===== config.mk =====
export PLATFORM = sky130hd
export DESIGN_NAME = uart_tx_rx_core
export DESIGN_NICKNAME = d
export VERILOG_FILES = /design/src/uart_tx_rx_core.v
export VERILOG_INCLUDE_DIRS = /design/src
export SDC_FILE = /design/constraint.sdc
export NUM_CORES = 1
export LEC_CHECK = 0
export ABC_AREA = 1
export BUFFER_PORTS_ARGS = -buffer_cell sky130_fd_sc_hd__buf_2
export CAP_MARGIN = 40
export CORE_AREA = 2 2 151 153
export DETAILED_ROUTE_END_ITERATION = 6
export DIE_AREA = 0 0 153 155
export PLACE_DENSITY = 0.81
export SLEW_MARGIN = 5
export SYNTH_ARGS = -nofsm -noshare
export SYNTH_HDL_FRONTEND = slang
export SYNTH_SLANG_ARGS = --single-unit

===== constraint.sdc =====
create_clock -name sys_clk -period 3.3 [get_ports sys_clk]
set_input_delay 0.495 -clock sys_clk [delete_from_list [all_inputs] [get_ports sys_clk]]
set_output_delay 0.495 -clock sys_clk [all_outputs]
set_load 0.005 [all_outputs]

===== src/uart_defs.vh =====
// register map, field positions and counts of the uart core
`ifndef UART_DEFS_VH
`define UART_DEFS_VH

`define ADDR_STATUS 3'h0
`define ADDR_CTRL1 3'h1
`define ADDR_CTRL2 3'h2
`define ADDR_DATA 3'h3
`define ADDR_BAUD_HI 3'h4
`define ADDR_BAUD_LO 3'h5
`define ADDR_FRAC 3'h6
`define ADDR_COUNT 3'h7

`define CR1_CHANNEL 0
`define CR1_NINE 1
`define CR1_PAREN 2
`define CR1_PTYPE_LO 3
`define CR1_STOP2 5
`define CR1_BREAK 6
`define CR1_TX9 7

`define CR2_TXEN 0
`define CR2_RXEN 1
`define CR2_TEIE 2
`define CR2_RIE 3
`define CR2_TRIG_LO 4

`define CTRL1_RESET 8'h00
`define CTRL2_RESET 8'h00
`define BAUD_RESET 16'h0010
`define FRAC_RESET 3'h0

`define PAR_EVEN 2'h0
`define PAR_ODD 2'h1
`define PAR_MARK 2'h2
`define PAR_SPACE 2'h3

`define BREAK_HOLD_EXTRA 16'h0001
`define BREAK_ZERO_BITS 4'hd
`define FIFO_DEPTH 3'h4
`define VOTE_FIRST 4'h7
`define VOTE_LAST 4'h9
`define PHASE_LAST 4'hf

`endif


===== src/uart_tx_rx_core.v =====
// uart transmitter, receiver, receive fifo and register port
`timescale 1ns/1ps
`include "uart_defs.vh"

module uart_tx_rx_core (
    // clock, reset, enable
    input wire sys_clk,
    input wire rst_n,
    input wire clk_en,
    // register port
    input wire [2:0] reg_addr,
    input wire [7:0] reg_wdata,
    input wire reg_wr,
    input wire reg_rd,
    output reg [7:0] reg_rdata,
    // serial line
    input wire rx_pin,
    output reg tx_out,
    output reg tx_oe,
    // interrupt request
    output reg irq
);

// ==========================================================
// registers and decode
reg [7:0] ctrl1;
reg [7:0] ctrl2;
reg [15:0] baud_divisor;
reg [2:0] baud_fraction_bits;
reg status_seen;
reg tx_empty_flag;
reg tx_idle_flag;
reg rx_idle_flag;
reg overrun_flag;
reg framing_error_flag;
reg parity_error_flag;
reg noise_flag;
reg [2:0] rx_byte_count;
reg [8:0] fifo_mem [0:3];
reg [1:0] fifo_wp;
reg [1:0] fifo_rp;

wire channel_enable_bit = ctrl1[`CR1_CHANNEL];
wire nine_bit_select = ctrl1[`CR1_NINE];
wire parity_enable_bit = ctrl1[`CR1_PAREN];
wire [1:0] parity_type_select = ctrl1[`CR1_PTYPE_LO+1:`CR1_PTYPE_LO];
wire stop_bits_select = ctrl1[`CR1_STOP2];
wire send_break_request = ctrl1[`CR1_BREAK];
wire tx_ninth_bit = ctrl1[`CR1_TX9];
wire tx_enable_bit = ctrl2[`CR2_TXEN] & channel_enable_bit;
wire rx_enable_bit = ctrl2[`CR2_RXEN] & channel_enable_bit;
wire tx_empty_irq_enable = ctrl2[`CR2_TEIE];
wire rx_irq_enable = ctrl2[`CR2_RIE];
wire [2:0] trig_level = {1'b0, ctrl2[`CR2_TRIG_LO+1:`CR2_TRIG_LO]} + 3'h1;
wire rx_ninth_bit = fifo_mem[fifo_rp][8];

wire wr_data = reg_wr & (reg_addr == `ADDR_DATA);
wire rd_data = reg_rd & (reg_addr == `ADDR_DATA);
wire rd_status = reg_rd & (reg_addr == `ADDR_STATUS);
wire tx_accept = wr_data & tx_empty_flag;
wire rx_clear = rd_data & status_seen;
wire rx_pop = rd_data & (rx_byte_count != 3'h0);
wire [3:0] nbits = nine_bit_select ? 4'h9 : 4'h8;

always @(posedge sys_clk or negedge rst_n) begin
    if (!rst_n) begin
        ctrl1 <= `CTRL1_RESET;
        ctrl2 <= `CTRL2_RESET;
        baud_divisor <= `BAUD_RESET;
        baud_fraction_bits <= `FRAC_RESET;
        status_seen <= 1'b0;
        reg_rdata <= 8'h00;
    end else if (clk_en) begin
        if (reg_wr) begin
            case (reg_addr)
                `ADDR_CTRL1: ctrl1 <= reg_wdata;
                `ADDR_CTRL2: ctrl2 <= reg_wdata;
                `ADDR_BAUD_HI: baud_divisor[15:8] <= reg_wdata;
                `ADDR_BAUD_LO: baud_divisor[7:0] <= reg_wdata;
                `ADDR_FRAC: baud_fraction_bits <= reg_wdata[2:0];
                default: ;
            endcase
        end
        // channel off clears tx and rx enables and break request
        if (!channel_enable_bit) begin
            ctrl2[`CR2_TXEN] <= 1'b0;
            ctrl2[`CR2_RXEN] <= 1'b0;
            ctrl1[`CR1_BREAK] <= 1'b0;
        end
        if (rd_status)
            status_seen <= 1'b1;
        else if (wr_data | rd_data)
            status_seen <= 1'b0;
        reg_rdata <= 8'h00;
        if (reg_rd) begin
            case (reg_addr)
                `ADDR_STATUS: reg_rdata <= {noise_flag, parity_error_flag,
                    framing_error_flag, overrun_flag, rx_idle_flag,
                    tx_idle_flag, tx_empty_flag,
                    rx_byte_count != 3'h0};
                `ADDR_CTRL1: reg_rdata <= ctrl1;
                `ADDR_CTRL2: reg_rdata <= ctrl2;
                `ADDR_DATA: reg_rdata <= fifo_mem[fifo_rp][7:0];
                `ADDR_BAUD_HI: reg_rdata <= baud_divisor[15:8];
                `ADDR_BAUD_LO: reg_rdata <= baud_divisor[7:0];
                `ADDR_FRAC: reg_rdata <= {5'h00, baud_fraction_bits};
                `ADDR_COUNT: reg_rdata <= {rx_ninth_bit, 4'h0,
                    rx_byte_count};
                default: reg_rdata <= 8'h00;
            endcase
        end
    end
end

// ==========================================================
// transmitter
localparam TX_IDLE = 3'd0;
localparam TX_START = 3'd1;
localparam TX_DATA = 3'd2;
localparam TX_PAR = 3'd3;
localparam TX_STOP = 3'd4;
localparam TX_BRK = 3'd5;

reg [2:0] tx_state;
reg [8:0] tx_shifter;
reg tx_loaded;
reg [8:0] tx_hold;
reg tx_hold_full;
reg [15:0] tx_cnt;
reg [3:0] tx_bitn;
reg [2:0] tx_acc;
reg tx_par;
reg [15:0] brk_timer;
reg brk_armed;
reg tx_level;

wire [3:0] tx_sum = {1'b0, tx_acc} + {1'b0, baud_fraction_bits};
wire [15:0] tx_reload = baud_divisor + {15'h0000, tx_sum[3]} - 16'h0001;
wire tx_bit_end = (tx_cnt == 16'h0000);
wire [8:0] tx_word = {nine_bit_select & tx_ninth_bit, reg_wdata};
wire tx_abort = !tx_enable_bit & (tx_state != TX_IDLE);
wire tx_last_stop = tx_bitn[0] | !stop_bits_select;

always @* begin
    case (tx_state)
        TX_START: tx_level = 1'b0;
        TX_BRK: tx_level = 1'b0;
        TX_DATA: tx_level = tx_shifter[0];
        TX_PAR: begin
            case (parity_type_select)
                `PAR_EVEN: tx_level = tx_par;
                `PAR_ODD: tx_level = ~tx_par;
                `PAR_MARK: tx_level = 1'b1;
                default: tx_level = 1'b0;
            endcase
        end
        default: tx_level = 1'b1;
    endcase
end

always @(posedge sys_clk or negedge rst_n) begin
    if (!rst_n) begin
        tx_state <= TX_IDLE;
        tx_shifter <= 9'h000;
        tx_loaded <= 1'b0;
        tx_hold <= 9'h000;
        tx_hold_full <= 1'b0;
        tx_cnt <= 16'h0000;
        tx_bitn <= 4'h0;
        tx_acc <= 3'h0;
        tx_par <= 1'b0;
        brk_timer <= 16'h0000;
        brk_armed <= 1'b0;
        tx_empty_flag <= 1'b1;
        tx_idle_flag <= 1'b1;
        tx_out <= 1'b1;
        tx_oe <= 1'b0;
    end else if (clk_en) begin
        tx_out <= tx_level;
        tx_oe <= tx_enable_bit;
        if (send_break_request & tx_idle_flag) begin
            if (brk_timer != 16'hffff)
                brk_timer <= brk_timer + 16'h0001;
        end else begin
            brk_timer <= 16'h0000;
        end
        if (brk_timer > baud_divisor + `BREAK_HOLD_EXTRA)
            brk_armed <= 1'b1;
        else if (!send_break_request & (tx_state != TX_BRK))
            brk_armed <= 1'b0;
        if (tx_accept & status_seen)
            tx_idle_flag <= 1'b0;
        if (tx_accept) begin
            if (!tx_loaded & (tx_state == TX_IDLE)) begin
                tx_shifter <= tx_word;
                tx_loaded <= 1'b1;
            end else begin
                tx_hold <= tx_word;
                tx_hold_full <= 1'b1;
                tx_empty_flag <= 1'b0;
            end
        end
        if (!channel_enable_bit | tx_abort) begin
            tx_state <= TX_IDLE;
            tx_loaded <= 1'b0;
            tx_hold_full <= 1'b0;
            tx_empty_flag <= 1'b1;
            tx_acc <= 3'h0;
            if (!channel_enable_bit)
                tx_idle_flag <= 1'b1;
        end else begin
            if (tx_state != TX_IDLE)
                tx_cnt <= tx_bit_end ? tx_reload : tx_cnt - 16'h0001;
            if (tx_state != TX_IDLE && tx_bit_end)
                tx_acc <= tx_sum[2:0];
            case (tx_state)
                TX_IDLE: begin
                    // start bit adds the fraction to zero, never carries
                    tx_acc <= baud_fraction_bits;
                    tx_bitn <= 4'h0;
                    tx_par <= 1'b0;
                    tx_cnt <= baud_divisor - 16'h0001;
                    if (tx_enable_bit & brk_armed) begin
                        tx_state <= TX_BRK;
                    end else if (tx_enable_bit & tx_loaded) begin
                        tx_state <= TX_START;
                        tx_loaded <= 1'b0;
                    end
                end
                TX_START: if (tx_bit_end) tx_state <= TX_DATA;
                TX_DATA: if (tx_bit_end) begin
                    tx_par <= tx_par ^ tx_shifter[0];
                    tx_shifter <= {1'b0, tx_shifter[8:1]};
                    tx_bitn <= tx_bitn + 4'h1;
                    if (tx_bitn == nbits - 4'h1) begin
                        tx_bitn <= 4'h0;
                        tx_state <= parity_enable_bit ? TX_PAR : TX_STOP;
                    end
                end
                TX_PAR: if (tx_bit_end) tx_state <= TX_STOP;
                TX_BRK: if (tx_bit_end) begin
                    // start bit plus thirteen zeros, repeat while held
                    tx_bitn <= tx_bitn + 4'h1;
                    if (tx_bitn == `BREAK_ZERO_BITS) begin
                        tx_bitn <= 4'h1;
                        if (!send_break_request) begin
                            tx_bitn <= 4'h0;
                            tx_state <= TX_STOP;
                        end
                    end
                end
                TX_STOP: if (tx_bit_end) begin
                    tx_bitn <= tx_bitn + 4'h1;
                    if (tx_last_stop) begin
                        tx_state <= TX_IDLE;
                        tx_idle_flag <= 1'b1;
                        if (tx_hold_full) begin
                            tx_shifter <= tx_hold;
                            tx_loaded <= 1'b1;
                            tx_hold_full <= 1'b0;
                            tx_empty_flag <= 1'b1;
                        end
                    end
                end
                default: tx_state <= TX_IDLE;
            endcase
        end
    end
end

// ==========================================================
// receiver and receive fifo
localparam RX_IDLE = 2'd0;
localparam RX_BITS = 2'd1;
localparam RX_WAIT_HIGH = 2'd2;

reg rx_meta;
reg rx_sync;
reg [1:0] rx_state;
reg [11:0] rx_sub;
reg [3:0] rx_phase;
reg [3:0] rx_idx;
reg [2:0] rx_samp;
reg [8:0] rx_shifter;
reg rx_par;
reg rx_noise;
reg rx_perr;

wire [11:0] sub_reload = (baud_divisor[15:4] == 12'h000) ? 12'h000 :
    baud_divisor[15:4] - 12'h001;
wire rx_tick = (rx_sub == 12'h000);
wire rx_vote = (rx_samp[0] & rx_samp[1]) | (rx_samp[0] & rx_samp[2]) |
    (rx_samp[1] & rx_samp[2]);
wire rx_mixed = (rx_samp != 3'h0) & (rx_samp != 3'h7);
wire [3:0] stop_idx = nbits + {3'h0, parity_enable_bit} + 4'h1;
wire rx_bit_done = rx_tick & (rx_phase == `PHASE_LAST);
wire rx_stop_done = (rx_state == RX_BITS) & rx_bit_done & (rx_idx == stop_idx);
wire rx_room = (rx_byte_count != `FIFO_DEPTH);
wire rx_push = rx_stop_done & rx_room;
wire [8:0] rx_word = nine_bit_select ? rx_shifter :
    {1'b0, rx_shifter[8:1]};
wire par_bad = (parity_type_select == `PAR_EVEN) ? rx_par ^ rx_vote :
    (parity_type_select == `PAR_ODD) ? ~(rx_par ^ rx_vote) :
    (parity_type_select == `PAR_MARK) ? ~rx_vote : rx_vote;

always @(posedge sys_clk or negedge rst_n) begin
    if (!rst_n) begin
        rx_meta <= 1'b1;
        rx_sync <= 1'b1;
        rx_state <= RX_IDLE;
        rx_sub <= 12'h000;
        rx_phase <= 4'h0;
        rx_idx <= 4'h0;
        rx_samp <= 3'h7;
        rx_shifter <= 9'h000;
        rx_par <= 1'b0;
        rx_noise <= 1'b0;
        rx_perr <= 1'b0;
        rx_idle_flag <= 1'b1;
        overrun_flag <= 1'b0;
        framing_error_flag <= 1'b0;
        parity_error_flag <= 1'b0;
        noise_flag <= 1'b0;
        rx_byte_count <= 3'h0;
        fifo_wp <= 2'h0;
        fifo_rp <= 2'h0;
        fifo_mem[0] <= 9'h000;
        fifo_mem[1] <= 9'h000;
        fifo_mem[2] <= 9'h000;
        fifo_mem[3] <= 9'h000;
        irq <= 1'b0;
    end else if (clk_en) begin
        rx_meta <= rx_pin;
        rx_sync <= rx_meta;
        irq <= (tx_empty_flag & tx_empty_irq_enable & !brk_armed) |
            (rx_irq_enable & ((rx_byte_count >= trig_level) |
            overrun_flag));
        if (rx_clear) begin
            overrun_flag <= 1'b0;
            framing_error_flag <= 1'b0;
            parity_error_flag <= 1'b0;
            noise_flag <= 1'b0;
        end
        rx_sub <= rx_tick ? sub_reload : rx_sub - 12'h001;
        if (rx_tick) begin
            rx_phase <= rx_phase + 4'h1;
            if (rx_phase >= `VOTE_FIRST && rx_phase <= `VOTE_LAST)
                rx_samp <= {rx_samp[1:0], rx_sync};
        end
        case (rx_state)
            RX_IDLE: begin
                if (rx_enable_bit & !rx_sync) begin
                    rx_state <= RX_BITS;
                    rx_idle_flag <= 1'b0;
                    rx_sub <= sub_reload;
                    rx_phase <= 4'h0;
                    rx_idx <= 4'h0;
                    rx_par <= 1'b0;
                    rx_noise <= 1'b0;
                    rx_perr <= 1'b0;
                end
            end
            RX_BITS: if (rx_bit_done) begin
                rx_idx <= rx_idx + 4'h1;
                if (rx_mixed)
                    rx_noise <= 1'b1;
                if (rx_idx == 4'h0 && rx_vote) begin
                    rx_state <= RX_IDLE; // false start
                    rx_idle_flag <= 1'b1;
                end else if (rx_idx != 4'h0 && rx_idx <= nbits) begin
                    rx_shifter <= {rx_vote, rx_shifter[8:1]};
                    rx_par <= rx_par ^ rx_vote;
                end else if (rx_idx != stop_idx) begin
                    rx_perr <= par_bad;
                end else begin
                    // one stop bit only
                    rx_idle_flag <= 1'b1;
                    rx_state <= rx_vote ? RX_IDLE : RX_WAIT_HIGH;
                    if (!rx_room)
                        overrun_flag <= 1'b1;
                    else begin
                        framing_error_flag <= !rx_vote |
                            (framing_error_flag & !rx_clear);
                        parity_error_flag <= rx_perr;
                        noise_flag <= rx_noise | rx_mixed;
                    end
                end
            end
            RX_WAIT_HIGH: if (rx_sync) rx_state <= RX_IDLE;
            default: rx_state <= RX_IDLE;
        endcase
        if (!rx_enable_bit & (rx_state != RX_IDLE)) begin
            rx_state <= RX_IDLE;
            rx_idle_flag <= 1'b1;
        end
        if (rx_push) begin
            fifo_mem[fifo_wp] <= rx_word;
            fifo_wp <= fifo_wp + 2'h1;
        end
        if (rx_pop)
            fifo_rp <= fifo_rp + 2'h1;
        if (rx_push & !rx_pop)
            rx_byte_count <= rx_byte_count + 3'h1;
        else if (rx_pop & !rx_push)
            rx_byte_count <= rx_byte_count - 3'h1;
        if (!channel_enable_bit) begin
            rx_byte_count <= 3'h0;
            fifo_wp <= 2'h0;
            fifo_rp <= 2'h0;
            overrun_flag <= 1'b0;
            framing_error_flag <= 1'b0;
            parity_error_flag <= 1'b0;
            noise_flag <= 1'b0;
            rx_idle_flag <= 1'b1;
        end
    end
end

endmodule


==> impl_summary.log, run 1 <==
[metrics] Max Cap Violations: 0
[metrics] Layout Area Growth over Synthesis: 8.05%
[metrics] via count of the routed design: 12195
[metrics] area of placed instances: 0.0133 mm^2
[metrics] required time at the worst-slack endpoint: 3.62 ns
[metrics] data arrival time of the critical path: 3.16 ns
[metrics] antenna-violating nets left: 0
[metrics] Inserted Clock Buffers: 17
[metrics] full die area: 0.0237 mm^2
[metrics] HPWL after detailed placement: 27.2 mm
[metrics] net count after synthesis: 1853
[metrics] maximum level of the CTS H-tree: 4
[metrics] most instantiated flip-flop cell in the synthesis netlist: sky130_fd_sc_hd__dfrtp_1
[metrics] top cells by area, synth: sky130_fd_sc_hd__dfrtp_1, sky130_fd_sc_hd__nand2_1, sky130_fd_sc_hd__o21ai_0
[metrics] Top-Level Pins: 28
[metrics] ratio of total power to cell area: 592 mW/mm^2
[metrics] worst-case headroom to the max-slew limit: 49.7%
[metrics] sequential cell area fraction in the yosys report: 39.0%
[metrics] initial drt markers: 1254
[metrics] number of distinct standard cells referenced by the synthesized netlist: 54
[metrics] area share of the largest cell type after synthesis: 37.0%
[metrics] initial standard-cell utilization of the core: 57.9%
[metrics] Synth async-reset ratio: 100%
[metrics] main combinational cell family by area after synthesis: simple AND/OR/NAND/NOR gates
[metrics] Core ar.: 0.0222 mm^2
[metrics] post-synthesis compound-gate area fraction: 15.0%
[metrics] Buffers on Ports: 27
[metrics] final number of setup-violating endpoints: 0
[metrics] standby leakage power: 6.77 nW
[metrics] detailed-route DRC error count: 0
[metrics] Setup crit start: baud_divisor[4]$_DFFE_PN1P_
[metrics] adder-cell area share of the yosys netlist: 4.69%
[metrics] routed via count divided by cell count: 5.80
[metrics] kind of start point of the critical path: flip-flop
[metrics] final critical-path share of the clock period: 85.9%
[metrics] Placed Cells incl. Taps: 2070
[metrics] global-route wire length before repair: 59.5 mm
[metrics] Clock Tree Root: sky130_fd_sc_hd__clkbuf_16
[metrics] height of the die: 155 um
[metrics] post-layout instance area: 0.0139 mm^2
[metrics] Worst-Skew Late Latency: 0.45 ns
[metrics] f_max: 0.353 GHz
[metrics] fraction of layout cells with a size suffix above 1: 7.98%
[metrics] Max rail drop VDD: 465 uV
[metrics] number of nets in the layout: 1868
[metrics] FF+latch count, synth: 200
[metrics] Post-Synth XOR/XNOR Area: 3.68%
[metrics] placement row count: 55
[metrics] cell accounting for the most synthesized area: sky130_fd_sc_hd__dfrtp_1
[metrics] post-CTS clock slew at the launch and capture registers of the worst setup and hold paths: 0.08 ns
[metrics] vias in the first global route: 11317
[metrics] kind of end point of the critical path: flip-flop
[metrics] number of buffers added to fix hold violations after cts: 0
[metrics] Post-CTS Repair Setup Buffers: 0
[metrics] aggregate global-route resource usage: 31.4%
[metrics] count of synthesis-stage warnings from yosys: 0
[metrics] final total negative setup slack: 0 ns
[metrics] EDFF count, synth: 0
[metrics] post-synthesis mux area share: 0.175%
[metrics] Mean Syn Cell Area: 7.19 um^2
[metrics] routability congestion estimate from global placement: 0.978
[metrics] time the worst path needs with I/O delays and setup: 2.83 ns
[metrics] grt ovf: 0
[metrics] aggregate routed wire length: 36.7 mm
[metrics] type of the worst setup path: flip-flop to flip-flop
[metrics] number of non-filler instances in the completed layout: 2102
[metrics] hold crit path type: input pin to asynchronous set/reset pin
[metrics] critical path peak fanout: 7
[metrics] endpoints failing hold: 0
[metrics] number of resized instances in the post-cts repair step: 0
[metrics] number of antenna violations at the first check in global routing: 0
[metrics] Synth Area in Simple Gates: 29.3%
[metrics] Horiz. Die Dim: 153 um
[metrics] synthesized instance count: 1789
[metrics] Slew Limit Fails: 0
[metrics] startpoint of the worst-slack reg-to-reg timing path: baud_divisor[4]$_DFFE_PN1P_
[metrics] multi-input combinational cell area: 0.00680 mm^2
[metrics] count of antenna diodes in the layout: 0
[metrics] number of clock sinks: 200
[metrics] result of the run: finished, final reports clean
[metrics] Syn Std Cell Area: 0.0129 mm^2
[metrics] unrepaired setup endpoints after global routing: false
[metrics] clock tree from TritonCTS: yes
[metrics] Worst Clk Skew: 0.0116 ns
[metrics] area of all sequential standard cells: 0.00502 mm^2
[metrics] maximum number of pins on one net before global-route repair: 72
[metrics] Wirelength per Cell: 17.5 um
[metrics] # fillers: 1968
[metrics] drt pass-1 iters: 6
[metrics] clock buffer depth: 2
[metrics] slew at the pin closest to its max-slew limit: 0.746 ns
## routing by layer
metal	global-route usage, %	wire length, um
met1	42.2	15500
met2	51.2	17100
met3	5.38	2890
met4	12.0	1140
met5	0	0
## cell usage in the layout, fill, tap and decap left out, types with 37 or more instances in the layout
cell	Yosys	routed
sky130_fd_sc_hd__nand3_1	127	127
sky130_fd_sc_hd__dfrtp_1	190	190
sky130_fd_sc_hd__nor2_1	163	163
sky130_fd_sc_hd__xor2_1	50	50
sky130_fd_sc_hd__o21ai_0	172	172
sky130_fd_sc_hd__nand4_1	37	37
sky130_fd_sc_hd__inv_1	196	196
sky130_fd_sc_hd__ha_1	45	45
sky130_fd_sc_hd__o21ai_1	44	44
sky130_fd_sc_hd__nand2_1	475	475
sky130_fd_sc_hd__a21oi_1	80	80
## area by class of cell
cell class                 count  area share, %
multi-input combinational   1326           48.9
sequential                   200           36.1
inverter                     210           5.67
clock buffer                  17           3.06
tap                          285           2.57
timing repair buffer          49           2.31
clock inverter                15           1.34
## cell usage after synthesis (2+ instances only)
cell type                   number
sky130_fd_sc_hd__ha_1           45
sky130_fd_sc_hd__a31oi_1         7
sky130_fd_sc_hd__nor4_1          3
sky130_fd_sc_hd__nor2_1        163
sky130_fd_sc_hd__a211oi_1        3
sky130_fd_sc_hd__a21oi_1        80
sky130_fd_sc_hd__clkbuf_1       30
sky130_fd_sc_hd__nand3_2         3
sky130_fd_sc_hd__o21ai_1        44
sky130_fd_sc_hd__o22ai_1        18
sky130_fd_sc_hd__nor3_4          2
sky130_fd_sc_hd__o2111ai_1       3
sky130_fd_sc_hd__nor2_4          3
sky130_fd_sc_hd__clkinv_1        4
sky130_fd_sc_hd__dfstp_2        10
sky130_fd_sc_hd__xor2_1         50
sky130_fd_sc_hd__nand4_1        37
sky130_fd_sc_hd__o211ai_1       10
sky130_fd_sc_hd__nand2_4         5
sky130_fd_sc_hd__o21ai_0       172
sky130_fd_sc_hd__nand3_1       127
sky130_fd_sc_hd__inv_2          10
sky130_fd_sc_hd__buf_1           5
sky130_fd_sc_hd__mux2_2          2
sky130_fd_sc_hd__inv_1         196
sky130_fd_sc_hd__o31ai_1         4
sky130_fd_sc_hd__a22oi_1         6
sky130_fd_sc_hd__buf_6           5
sky130_fd_sc_hd__nand2_2         4
sky130_fd_sc_hd__nand2_1       475
sky130_fd_sc_hd__nor2_2          8
sky130_fd_sc_hd__or2_2           8
sky130_fd_sc_hd__nor3_2          2
sky130_fd_sc_hd__o21a_1          3
sky130_fd_sc_hd__nand3b_1        4
sky130_fd_sc_hd__buf_2          12
sky130_fd_sc_hd__fa_1            2
sky130_fd_sc_hd__xnor2_1         4
sky130_fd_sc_hd__nor3_1         16
sky130_fd_sc_hd__dfrtp_1       190
## flip-flops by register name (all words and copies together) (netlist names), 2 cells and up
register and cells:
baud_divisor 16, baud_fraction_bits 3, brk_timer 16, ctrl1 8, ctrl2 8, fifo_mem 36
fifo_rp 2, fifo_wp 2, reg_rdata 8, rx_byte_count 3, rx_idx 4, rx_phase 4
rx_samp 3, rx_shifter 9, rx_state 2, rx_sub 12, tx_acc 3, tx_bitn 4
tx_cnt 16, tx_hold 9, tx_shifter 9, tx_state 3
## kinds of logic after synthesis
group,count (synthesis)
flip-flops,200
multiplexers,2
AO/OA/AOI/OAI,358
adder cells (fa/ha/maj),47
AND/OR/NAND/NOR,865
buffers and inverters,263
XOR/XNOR,54
## final timing paths
check / endpoint / slack, ns / depth (start not counted)
setup / recovery: brk_armed$_DFFE_PN0P_ / 0.47 / 16
hold / removal: brk_timer[13]$_DFFE_PN0P_ / 0.06 / 1
setup reg to reg: brk_armed$_DFFE_PN0P_ / 0.47 / 16
hold reg to reg: rx_meta$_DFFE_PN1P_ / 0.47 / 2
max in group asynchronous: rx_phase[3]$_DFFE_PN0P_ / 2.43 / 2
min in group sys_clk: rx_meta$_DFFE_PN1P_ / 0.24 / 3
## per-stage QoR
stage / setup slack (ns) / total power [mW] / hold slack, ns / util (%)
after global placement: 0.606 / 5.92 / 0.453 / 59.8
final: 0.466 / 8.23 / 0.0563 / 62.5
after floorplan: 0.829 / 5.16 / 0.199 / -
after detailed placement: 0.533 / 5.99 / 0.461 / 59.8
after CTS: 0.528 / 8.18 / 0.0757 / 62.5
after global routing: 0.198 / 8.72 / 0.0981 / 62.5
## worst max-delay path: stages, from the launching register on
cell	delay, ns
sky130_fd_sc_hd__dfstp_2	0.65
sky130_fd_sc_hd__ha_1	0.17
sky130_fd_sc_hd__nand4_1	0.15
sky130_fd_sc_hd__nor2_1	0.20
sky130_fd_sc_hd__nand3_1	0.14
sky130_fd_sc_hd__nor2_1	0.21
sky130_fd_sc_hd__nand3_1	0.13
sky130_fd_sc_hd__nand2_1	0.08
sky130_fd_sc_hd__nand3_1	0.07
sky130_fd_sc_hd__ha_1	0.28
sky130_fd_sc_hd__nand2_1	0.04
sky130_fd_sc_hd__inv_1	0.07
sky130_fd_sc_hd__nand4_1	0.14
sky130_fd_sc_hd__nor3_1	0.17
sky130_fd_sc_hd__nor2_1	0.06
sky130_fd_sc_hd__o21ai_0	0.07
sky130_fd_sc_hd__nand2_1	0.06
## power breakdown
group / total, mW / internal, mW / leakage [nW] / switching [mW]
clock network: 2.20 / 1.04 / 0.298 / 1.15
registers: 3.31 / 2.85 / 2.59 / 0.465
logic: 2.71 / 0.914 / 3.88 / 1.80
total: 8.23 / 4.81 / 6.77 / 3.42
Note: power is estimated with default switching activity, not from simulation.
==> run 2: changes to the inputs <==
--- a/config.mk
+++ b/config.mk
@@ -9,10 +9,10 @@
 export ABC_AREA = 1
 export BUFFER_PORTS_ARGS = -buffer_cell sky130_fd_sc_hd__buf_2
 export CAP_MARGIN = 40
-export CORE_AREA = 2 2 151 153
+export CORE_AREA = 2 2 173 175
 export DETAILED_ROUTE_END_ITERATION = 6
-export DIE_AREA = 0 0 153 155
-export PLACE_DENSITY = 0.81
+export DIE_AREA = 0 0 175 177
+export PLACE_DENSITY = 0.66
 export SLEW_MARGIN = 5
 export SYNTH_ARGS = -nofsm -noshare
 export SYNTH_HDL_FRONTEND = slang
==> run 2 against run 1 <==
- the run now ends with design-rule violations left
- power increased by 0.98%
- worst setup slack improved by 0.038 ns
- global-route usage fell by 6.4 points
- core utilization fell by 14 points
- die area rose by 31%
- critical path depth decreased by 4
- fmax is 1.3% higher
- combinational power about the same
- largest cell class unchanged
==> impl_summary.log, run 2 (synthesized netlist as in run 1, its figures left out) <==
[metrics] result of the run: finished with violations
[metrics] failing checks: design-rule violations
[metrics] maximum level of the CTS H-tree: 4
[metrics] height of the die: 177 um
[metrics] Core ar.: 0.0292 mm^2
[metrics] Slowest Stage Delay on Critical Path: 0.51 ns
[metrics] full die area: 0.0310 mm^2
[metrics] worst-case headroom to the max-slew limit: 53.0%
[metrics] hold crit path type: input pin to asynchronous set/reset pin
[metrics] cell-by-cell trace of the critical path: inv_1 -> nor3_1 -> nand2_1 -> nor2_1 -> nand3_1 -> xor2_1 -> ha_1 -> a21oi_1 -> o21a_1 -> o211ai_1 -> o21ai_0 -> nand2_1
[metrics] required time at the worst-slack endpoint: 3.61 ns
[metrics] type of the worst setup path: flip-flop to flip-flop
[metrics] register name with the most flops: fifo_mem
[metrics] count of antenna diodes in the layout: 0
[metrics] aggregate global-route resource usage: 25.0%
[metrics] number of clock sinks: 200
[metrics] aggregate routed wire length: 37.8 mm
[metrics] critical path peak fanout: 8
[metrics] detailed-route DRC error count: 4
[metrics] initial drt markers: 1206
[metrics] most used cells in the layout excluding fill and tap cells: sky130_fd_sc_hd__nand2_1, sky130_fd_sc_hd__inv_1, sky130_fd_sc_hd__dfrtp_1
[metrics] kind of end point of the critical path: flip-flop
[metrics] clock tree from TritonCTS: yes
[metrics] unrepaired setup endpoints after global routing: false
[metrics] Crit path top cell by count: sky130_fd_sc_hd__nand2_1
[metrics] kind of cell with the highest combined delay on the critical path: simple AND/OR/NAND/NOR gates
[metrics] antenna-violating nets left: 0
[metrics] Placed Cells incl. Taps: 2179
[metrics] number of resized instances in the post-cts repair step: 0
[metrics] Top-Level Pins: 28
[metrics] time the worst path needs with I/O delays and setup: 2.80 ns
[metrics] # fillers: 2885
[metrics] routed via count divided by cell count: 5.43
[metrics] final number of setup-violating endpoints: 0
[metrics] Horiz. Die Dim: 175 um
[metrics] number of antenna violations at the first check in global routing: 0
[metrics] Buf/Inv on CP: 1
[metrics] cell type of the slowest stage on the worst timing path: sky130_fd_sc_hd__dfrtp_1
[metrics] worst-case reg-to-reg path depth: 12
[metrics] most frequent standard cell in the layout excluding fill and tap cells: sky130_fd_sc_hd__nand2_1
[metrics] standby leakage power: 6.81 nW
[metrics] Buffers on Ports: 27
[metrics] ratio of total power to cell area: 589 mW/mm^2
[metrics] HPWL after detailed placement: 28.1 mm
[metrics] placement row count: 63
[metrics] Slew Limit Fails: 0
[metrics] number of flip-flops in the largest register: 36
[metrics] f_max: 0.358 GHz
[metrics] global-route wire length before repair: 61.2 mm
[metrics] grt ovf: 0
[metrics] Layout Area Growth over Synthesis: 9.63%
[metrics] final critical-path share of the clock period: 84.7%
[metrics] fraction of layout cells with a size suffix above 1: 8.13%
[metrics] routability congestion estimate from global placement: 0.925
[metrics] vias in the first global route: 11302
[metrics] number of buffers added to fix hold violations after cts: 0
[metrics] Inserted Clock Buffers: 17
[metrics] endpoints failing hold: 0
[metrics] kind of start point of the critical path: flip-flop
[metrics] Max Cap Violations: 0
[metrics] Clock Tree Root: sky130_fd_sc_hd__clkbuf_16
[metrics] maximum number of pins on one net before global-route repair: 79
[metrics] Post-CTS Repair Setup Buffers: 0
[metrics] Worst-Skew Late Latency: 0.45 ns
[metrics] slew at the pin closest to its max-slew limit: 0.697 ns
[metrics] post-CTS clock slew at the launch and capture registers of the worst setup and hold paths: 0.08 ns
[metrics] clock buffer depth: 2
[metrics] number of nets in the layout: 1872
[metrics] final total negative setup slack: 0 ns
[metrics] Wirelength per Cell: 17.1 um
[metrics] drt pass-1 iters: 7
[metrics] path length in cells of the critical path: 12
[metrics] via count of the routed design: 12002
[metrics] Worst Clk Skew: 0.0176 ns
[metrics] initial standard-cell utilization of the core: 44.0%
[metrics] Max rail drop VDD: 342 uV
[metrics] data arrival time of the critical path: 3.11 ns
[metrics] number of non-filler instances in the completed layout: 2210
-- run 2: cell types whose count changed in the layout (fill, tap and decap cells not counted), moves of 2 or more --
cell,change
sky130_fd_sc_hd__inv_8,-2
sky130_fd_sc_hd__clkinv_4,-2
sky130_fd_sc_hd__bufinv_16,+2
sky130_fd_sc_hd__inv_12,-2
sky130_fd_sc_hd__inv_6,+2
sky130_fd_sc_hd__buf_4,+2
-- run 2: final cells by class --
class	instances	area [um^2]	area share, %
Clock inverter	13	183	1.30
Sequential cell	200	5020	35.6
Clock buffer	18	439	3.12
Multi-Input combinational cell	1326	6800	48.2
Timing Repair Buffer	53	384	2.72
Tap cell	390	488	3.46
Inverter	210	788	5.59
-- run 2: per-stage QoR --
step | total power [mW] | hold WS [ns] | cell area (um^2) | utilization [%] | worst slack [ns]
finish | 8.31 | 0.0668 | 14100 | 48.2 | 0.503
CTS | 8.30 | 0.103 | 14100 | 48.2 | 0.539
floorplan | 5.16 | 0.199 | 12900 | - | 0.829
global route | 8.85 | 0.124 | 14100 | 48.2 | 0.122
global placement | 5.98 | 0.455 | 13400 | 46.0 | 0.560
detailed placement | 6.04 | 0.461 | 13500 | 46.1 | 0.556
-- run 2: final timing paths --
| path | end | startpoint | slack [ns] |
|---|---|---|---|
| setup / recovery | brk_armed$_DFFE_PN0P_ | baud_divisor[2]$_DFFE_PN0P_ | 0.50 |
| hold / removal | brk_timer[13]$_DFFE_PN0P_ | rst_n | 0.07 |
| setup reg to reg | brk_armed$_DFFE_PN0P_ | baud_divisor[2]$_DFFE_PN0P_ | 0.50 |
| hold reg to reg | rx_idle_flag$_DFFE_PN1P_ | rx_idle_flag$_DFFE_PN1P_ | 0.47 |
| max in group asynchronous | rx_samp[2]$_DFFE_PN1P_ | rst_n | 2.43 |
| min in group sys_clk | rx_meta$_DFFE_PN1P_ | rx_pin | 0.25 |
-- run 2: report_power, final --
| part | internal, mW | switching, mW |
|---|---|---|
| combinational | 0.931 | 1.81 |
| sequential | 2.85 | 0.455 |
| clock | 1.18 | 1.08 |
-- run 2: layer usage --
metal,up-vias,wire length (um),global-route usage [%]
li1,5894,-,-
met3,67,2210,3.46
met1,5653,17100,34.5
met5,-,0,0
met2,388,17400,40.4
met4,0,1080,8.61
-- run 2: worst reg2reg max path, delay by kind of cell, from the launching register on --
kind            cells  cell delay, ns
compound gates      4            0.60
xor+xnor            1            0.18
fa+ha+maj           1            0.30
buf+inv             1            0.14
flops               1            0.51
simple gates        5            0.94
==> run 3: changes to the inputs <==
--- a/config.mk
+++ b/config.mk
@@ -6,12 +6,12 @@
 export SDC_FILE = /design/constraint.sdc
 export NUM_CORES = 1
 export LEC_CHECK = 0
-export ABC_AREA = 1
+export ABC_AREA = 0
 export BUFFER_PORTS_ARGS = -buffer_cell sky130_fd_sc_hd__buf_2
 export CAP_MARGIN = 40
-export CORE_AREA = 2 2 173 175
+export CORE_AREA = 2 2 168 170
 export DETAILED_ROUTE_END_ITERATION = 6
-export DIE_AREA = 0 0 175 177
+export DIE_AREA = 0 0 170 172
 export PLACE_DENSITY = 0.66
 export SLEW_MARGIN = 5
 export SYNTH_ARGS = -nofsm -noshare
==> constraint.sdc (replaced) <==
create_clock -name sys_clk -period 2.6 [get_ports sys_clk]
set_input_delay 0.39 -clock sys_clk [delete_from_list [all_inputs] [get_ports sys_clk]]
set_output_delay 0.39 -clock sys_clk [all_outputs]
set_load 0.005 [all_outputs]
==> run 3 against run 2 <==
- the run now ends clean
- first-iteration DRC count fell by 38%
- global-route usage fell by 0.92 points
- worst hold slack improved by 0.10 ns
- critical endpoint unchanged
- largest cell class unchanged
- largest power group unchanged
==> impl_summary.log, run 3 <==
[metrics] worst-case headroom to the max-slew limit: 51.4%
[metrics] kind of end point of the critical path: flip-flop
[metrics] required time at the worst-slack endpoint: 2.96 ns
[metrics] post-layout instance area: 0.0138 mm^2
[metrics] height of the die: 172 um
[metrics] number of flip-flops in the largest register: 36
[metrics] clock tree from TritonCTS: yes
[metrics] HPWL after detailed placement: 24.4 mm
[metrics] Clk pwr share: 27.3%
[metrics] Layout Area Growth over Synthesis: 13.5%
[metrics] antenna-violating nets left: 0
[metrics] post-CTS clock slew at the launch and capture registers of the worst setup and hold paths: 0.08 ns
[metrics] Synth async-reset ratio: 100%
[metrics] count of synthesis-stage warnings from yosys: 0
[metrics] kind of start point of the critical path: flip-flop
[metrics] result of the run: finished, final reports clean
[metrics] Top-Level Pins: 28
[metrics] Wirelength per Cell: 19.5 um
[metrics] global-route wire length before repair: 54.8 mm
[metrics] final design utilization: 50.3%
[metrics] cell accounting for the most synthesized area: sky130_fd_sc_hd__dfrtp_1
[metrics] most used standard cells in the synthesized netlist: sky130_fd_sc_hd__dfrtp_1, sky130_fd_sc_hd__nand2_1, sky130_fd_sc_hd__o21ai_0
[metrics] number of nets in the layout: 1425
[metrics] cell type of the slowest stage on the worst timing path: sky130_fd_sc_hd__dfstp_2
[metrics] net count after synthesis: 1364
[metrics] Horiz. Die Dim: 170 um
[metrics] most frequent standard cell in the layout excluding fill and tap cells: sky130_fd_sc_hd__dfrtp_1
[metrics] slew at the pin closest to its max-slew limit: 0.719 ns
[metrics] Flop pwr share: 42.0%
[metrics] Syn Std Cell Area: 0.0122 mm^2
[metrics] Slowest Stage Delay on Critical Path: 0.56 ns
[metrics] number of distinct standard cells referenced by the synthesized netlist: 88
[metrics] internal power: 6.27 mW
[metrics] aggregate routed wire length: 33.5 mm
[metrics] FF+latch count, synth: 200
[metrics] unrepaired setup endpoints after global routing: true
[metrics] full die area: 0.0292 mm^2
[metrics] NetSw: 3.71 mW
[metrics] most instantiated flip-flop cell in the synthesis netlist: sky130_fd_sc_hd__dfrtp_1
[metrics] Max rail drop VDD: 484 uV
[metrics] Clock Tree Root: sky130_fd_sc_hd__clkbuf_16
[metrics] most used cells in the layout excluding fill and tap cells: sky130_fd_sc_hd__dfrtp_1, sky130_fd_sc_hd__nand2_1, sky130_fd_sc_hd__o21ai_0
[metrics] Buf/Inv on CP: 0
[metrics] grt ovf: 0
[metrics] placement row count: 61
[metrics] f_max: 0.400 GHz
[metrics] ratio of total power to cell area: 722 mW/mm^2
[metrics] kind of cell with the highest combined delay on the critical path: simple AND/OR/NAND/NOR gates
[metrics] Inserted Clock Buffers: 17
[metrics] initial drt markers: 752
[metrics] aggregate global-route resource usage: 24.0%
[metrics] clock buffer depth: 2
[metrics] Worst-Skew Late Latency: 0.47 ns
[metrics] Buffers on Ports: 27
[metrics] Slew Limit Fails: 0
[metrics] Mean Syn Cell Area: 9.37 um^2
[metrics] endpoints failing hold: 0
[metrics] detailed-route DRC error count: 0
[metrics] EDFF count, synth: 0
[metrics] critical path peak fanout: 3
[metrics] routability congestion estimate from global placement: 0.925
[metrics] final number of setup-violating endpoints: 0
[metrics] fraction of layout cells with a size suffix above 1: 19.4%
[metrics] number of antenna violations at the first check in global routing: 1
[metrics] register name with the most flops: fifo_mem
[metrics] vias in the first global route: 10061
[metrics] via count of the routed design: 10262
[metrics] hold crit path type: input pin to flip-flop
[metrics] top cells by area, synth: sky130_fd_sc_hd__dfrtp_1, sky130_fd_sc_hd__mux2_2, sky130_fd_sc_hd__nand2_1
[metrics] area share of the largest cell type after synthesis: 39.0%
[metrics] maximum number of pins on one net before global-route repair: 63
[metrics] data arrival time of the critical path: 2.87 ns
[metrics] final critical-path share of the clock period: 96.3%
[metrics] cell-by-cell trace of the critical path: nand3_2 -> nor3_2 -> nand3_1 -> nor2_2 -> nand3_1 -> xor2_1 -> ha_1 -> nand4_1 -> nor2_2 -> nand4_1 -> a21oi_1 -> a211oi_1 -> a22oi_1
[metrics] number of clock sinks: 200
[metrics] drt pass-1 iters: 5
[metrics] part of the total power dissipated in combinational logic: 30.7%
[metrics] Max Cap Violations: 0
[metrics] Worst Clk Skew: 0.0192 ns
[metrics] initial standard-cell utilization of the core: 44.3%
[metrics] time the worst path needs with I/O delays and setup: 2.50 ns
[metrics] sequential cell area fraction in the yosys report: 41.2%
[metrics] Sw Share: 37.2%
[metrics] synthesized instance count: 1300
[metrics] standby leakage power: 5.91 nW
[metrics] maximum level of the CTS H-tree: 4
[metrics] most common cell in the synthesized netlist: sky130_fd_sc_hd__dfrtp_1
[metrics] routed via count divided by cell count: 5.96
[metrics] Core ar.: 0.0275 mm^2
[metrics] type of the worst setup path: flip-flop to flip-flop
[metrics] area of placed instances: 0.0131 mm^2
## run 3: cell count changes in the layout (fill, tap and decap cells not counted), sizes merged, moves of 17 or more
cell / before / now
nand2: 484 / 166
inv: 213 / 54
o21ai: 218 / 121
nand3: 131 / 42
nor2: 175 / 88
buf: 52 / 118
mux2: 2 / 55
a21oi: 80 / 38
xnor2: 4 / 37
mux2i: 0 / 29
nor3: 20 / 42
nand4: 39 / 19
a22o: 0 / 17
## run 3: kinds of logic after synthesis
kind of cell               synth area share (%)
buffers and inverters                      4.30
DFF                                        41.2
and+or+nand+nor                            18.4
muxes                                      9.13
AOI/OAI and AO/OA                          16.6
adders and majority gates                  5.03
xor gates and xnor gates                   5.32
## run 3: final timing paths
kind                                              to  cells after the start                         from  slack (ns)
min                              rx_meta$_DFFE_PN1P_                      2                       rx_pin        0.17
max in group asynchronous   fifo_mem[28]$_DFFE_PN0P_                      3                        rst_n        1.25
max reg2reg                    brk_armed$_DFFE_PN0P_                     13  baud_divisor[4]$_DFFE_PN1P_         0.1
max                            brk_armed$_DFFE_PN0P_                     13  baud_divisor[4]$_DFFE_PN1P_         0.1
min in group asynchronous     tx_cnt[11]$_DFFE_PN0P_                      2                        rst_n        0.49
min reg2reg                tx_shifter[5]$_DFFE_PN0P_                      2    tx_shifter[5]$_DFFE_PN0P_        0.48
## run 3: metrics by stage
stage	setup slack, ns	hold slack, ns	setup TNS [ns]	instances	power [mW]
after CTS	0.0185	0.160	0	1717	9.93
after global placement	0.150	0.418	0	1684	7.12
after global routing	-0.196	0.162	-0.196	1720	10.6
after detailed placement	0.0442	0.422	0	1684	7.20
final	0.0971	0.168	0	1721	9.98
after floorplan	0.0203	0.0944	0	1300	6.09
## run 3: area by class of cell
| class | count | area, um^2 |
|---|---|---|
| inverter | 49 | 184 |
| clock inverter | 15 | 179 |
| timing repair buffer | 120 | 882 |
| tap | 346 | 433 |
| fill | 2517 | 13700 |
| sequential | 200 | 5020 |
| multi-input combinational | 973 | 6700 |
| antenna | 1 | 2.50 |
| clock buffer | 17 | 425 |
## run 3: routing by layer
metal  vias to the layer above  global-route usage, %  wire (um)
met4                         2                   9.74       1210
met5                         -                      0         11
met3                        77                   3.71       1770
met1                      5026                   31.5      14600
met2                       309                   40.1      15900
li1                       4848                      -          -
## run 3: repair_timing
item / 4_1_cts / 5_1_grt
hold buffers: 1 / 0
setup endpoints to repair: 0 / 13
endpoints found under the hold margin: 53 / 0
resized for setup: 0 / 12
setup buffers: 0 / 3
## run 3: power groups by stage
stage / sequential (mW) / clock [mW] / combinational, mW
CTS: 4.17 / 2.77 / 2.99
floorplan: 4.03 / 0 / 2.06
detailed placement: 4.22 / 0 / 2.97
global route: 4.26 / 2.91 / 3.40
finish: 4.19 / 2.72 / 3.07
global placement: 4.20 / 0 / 2.91
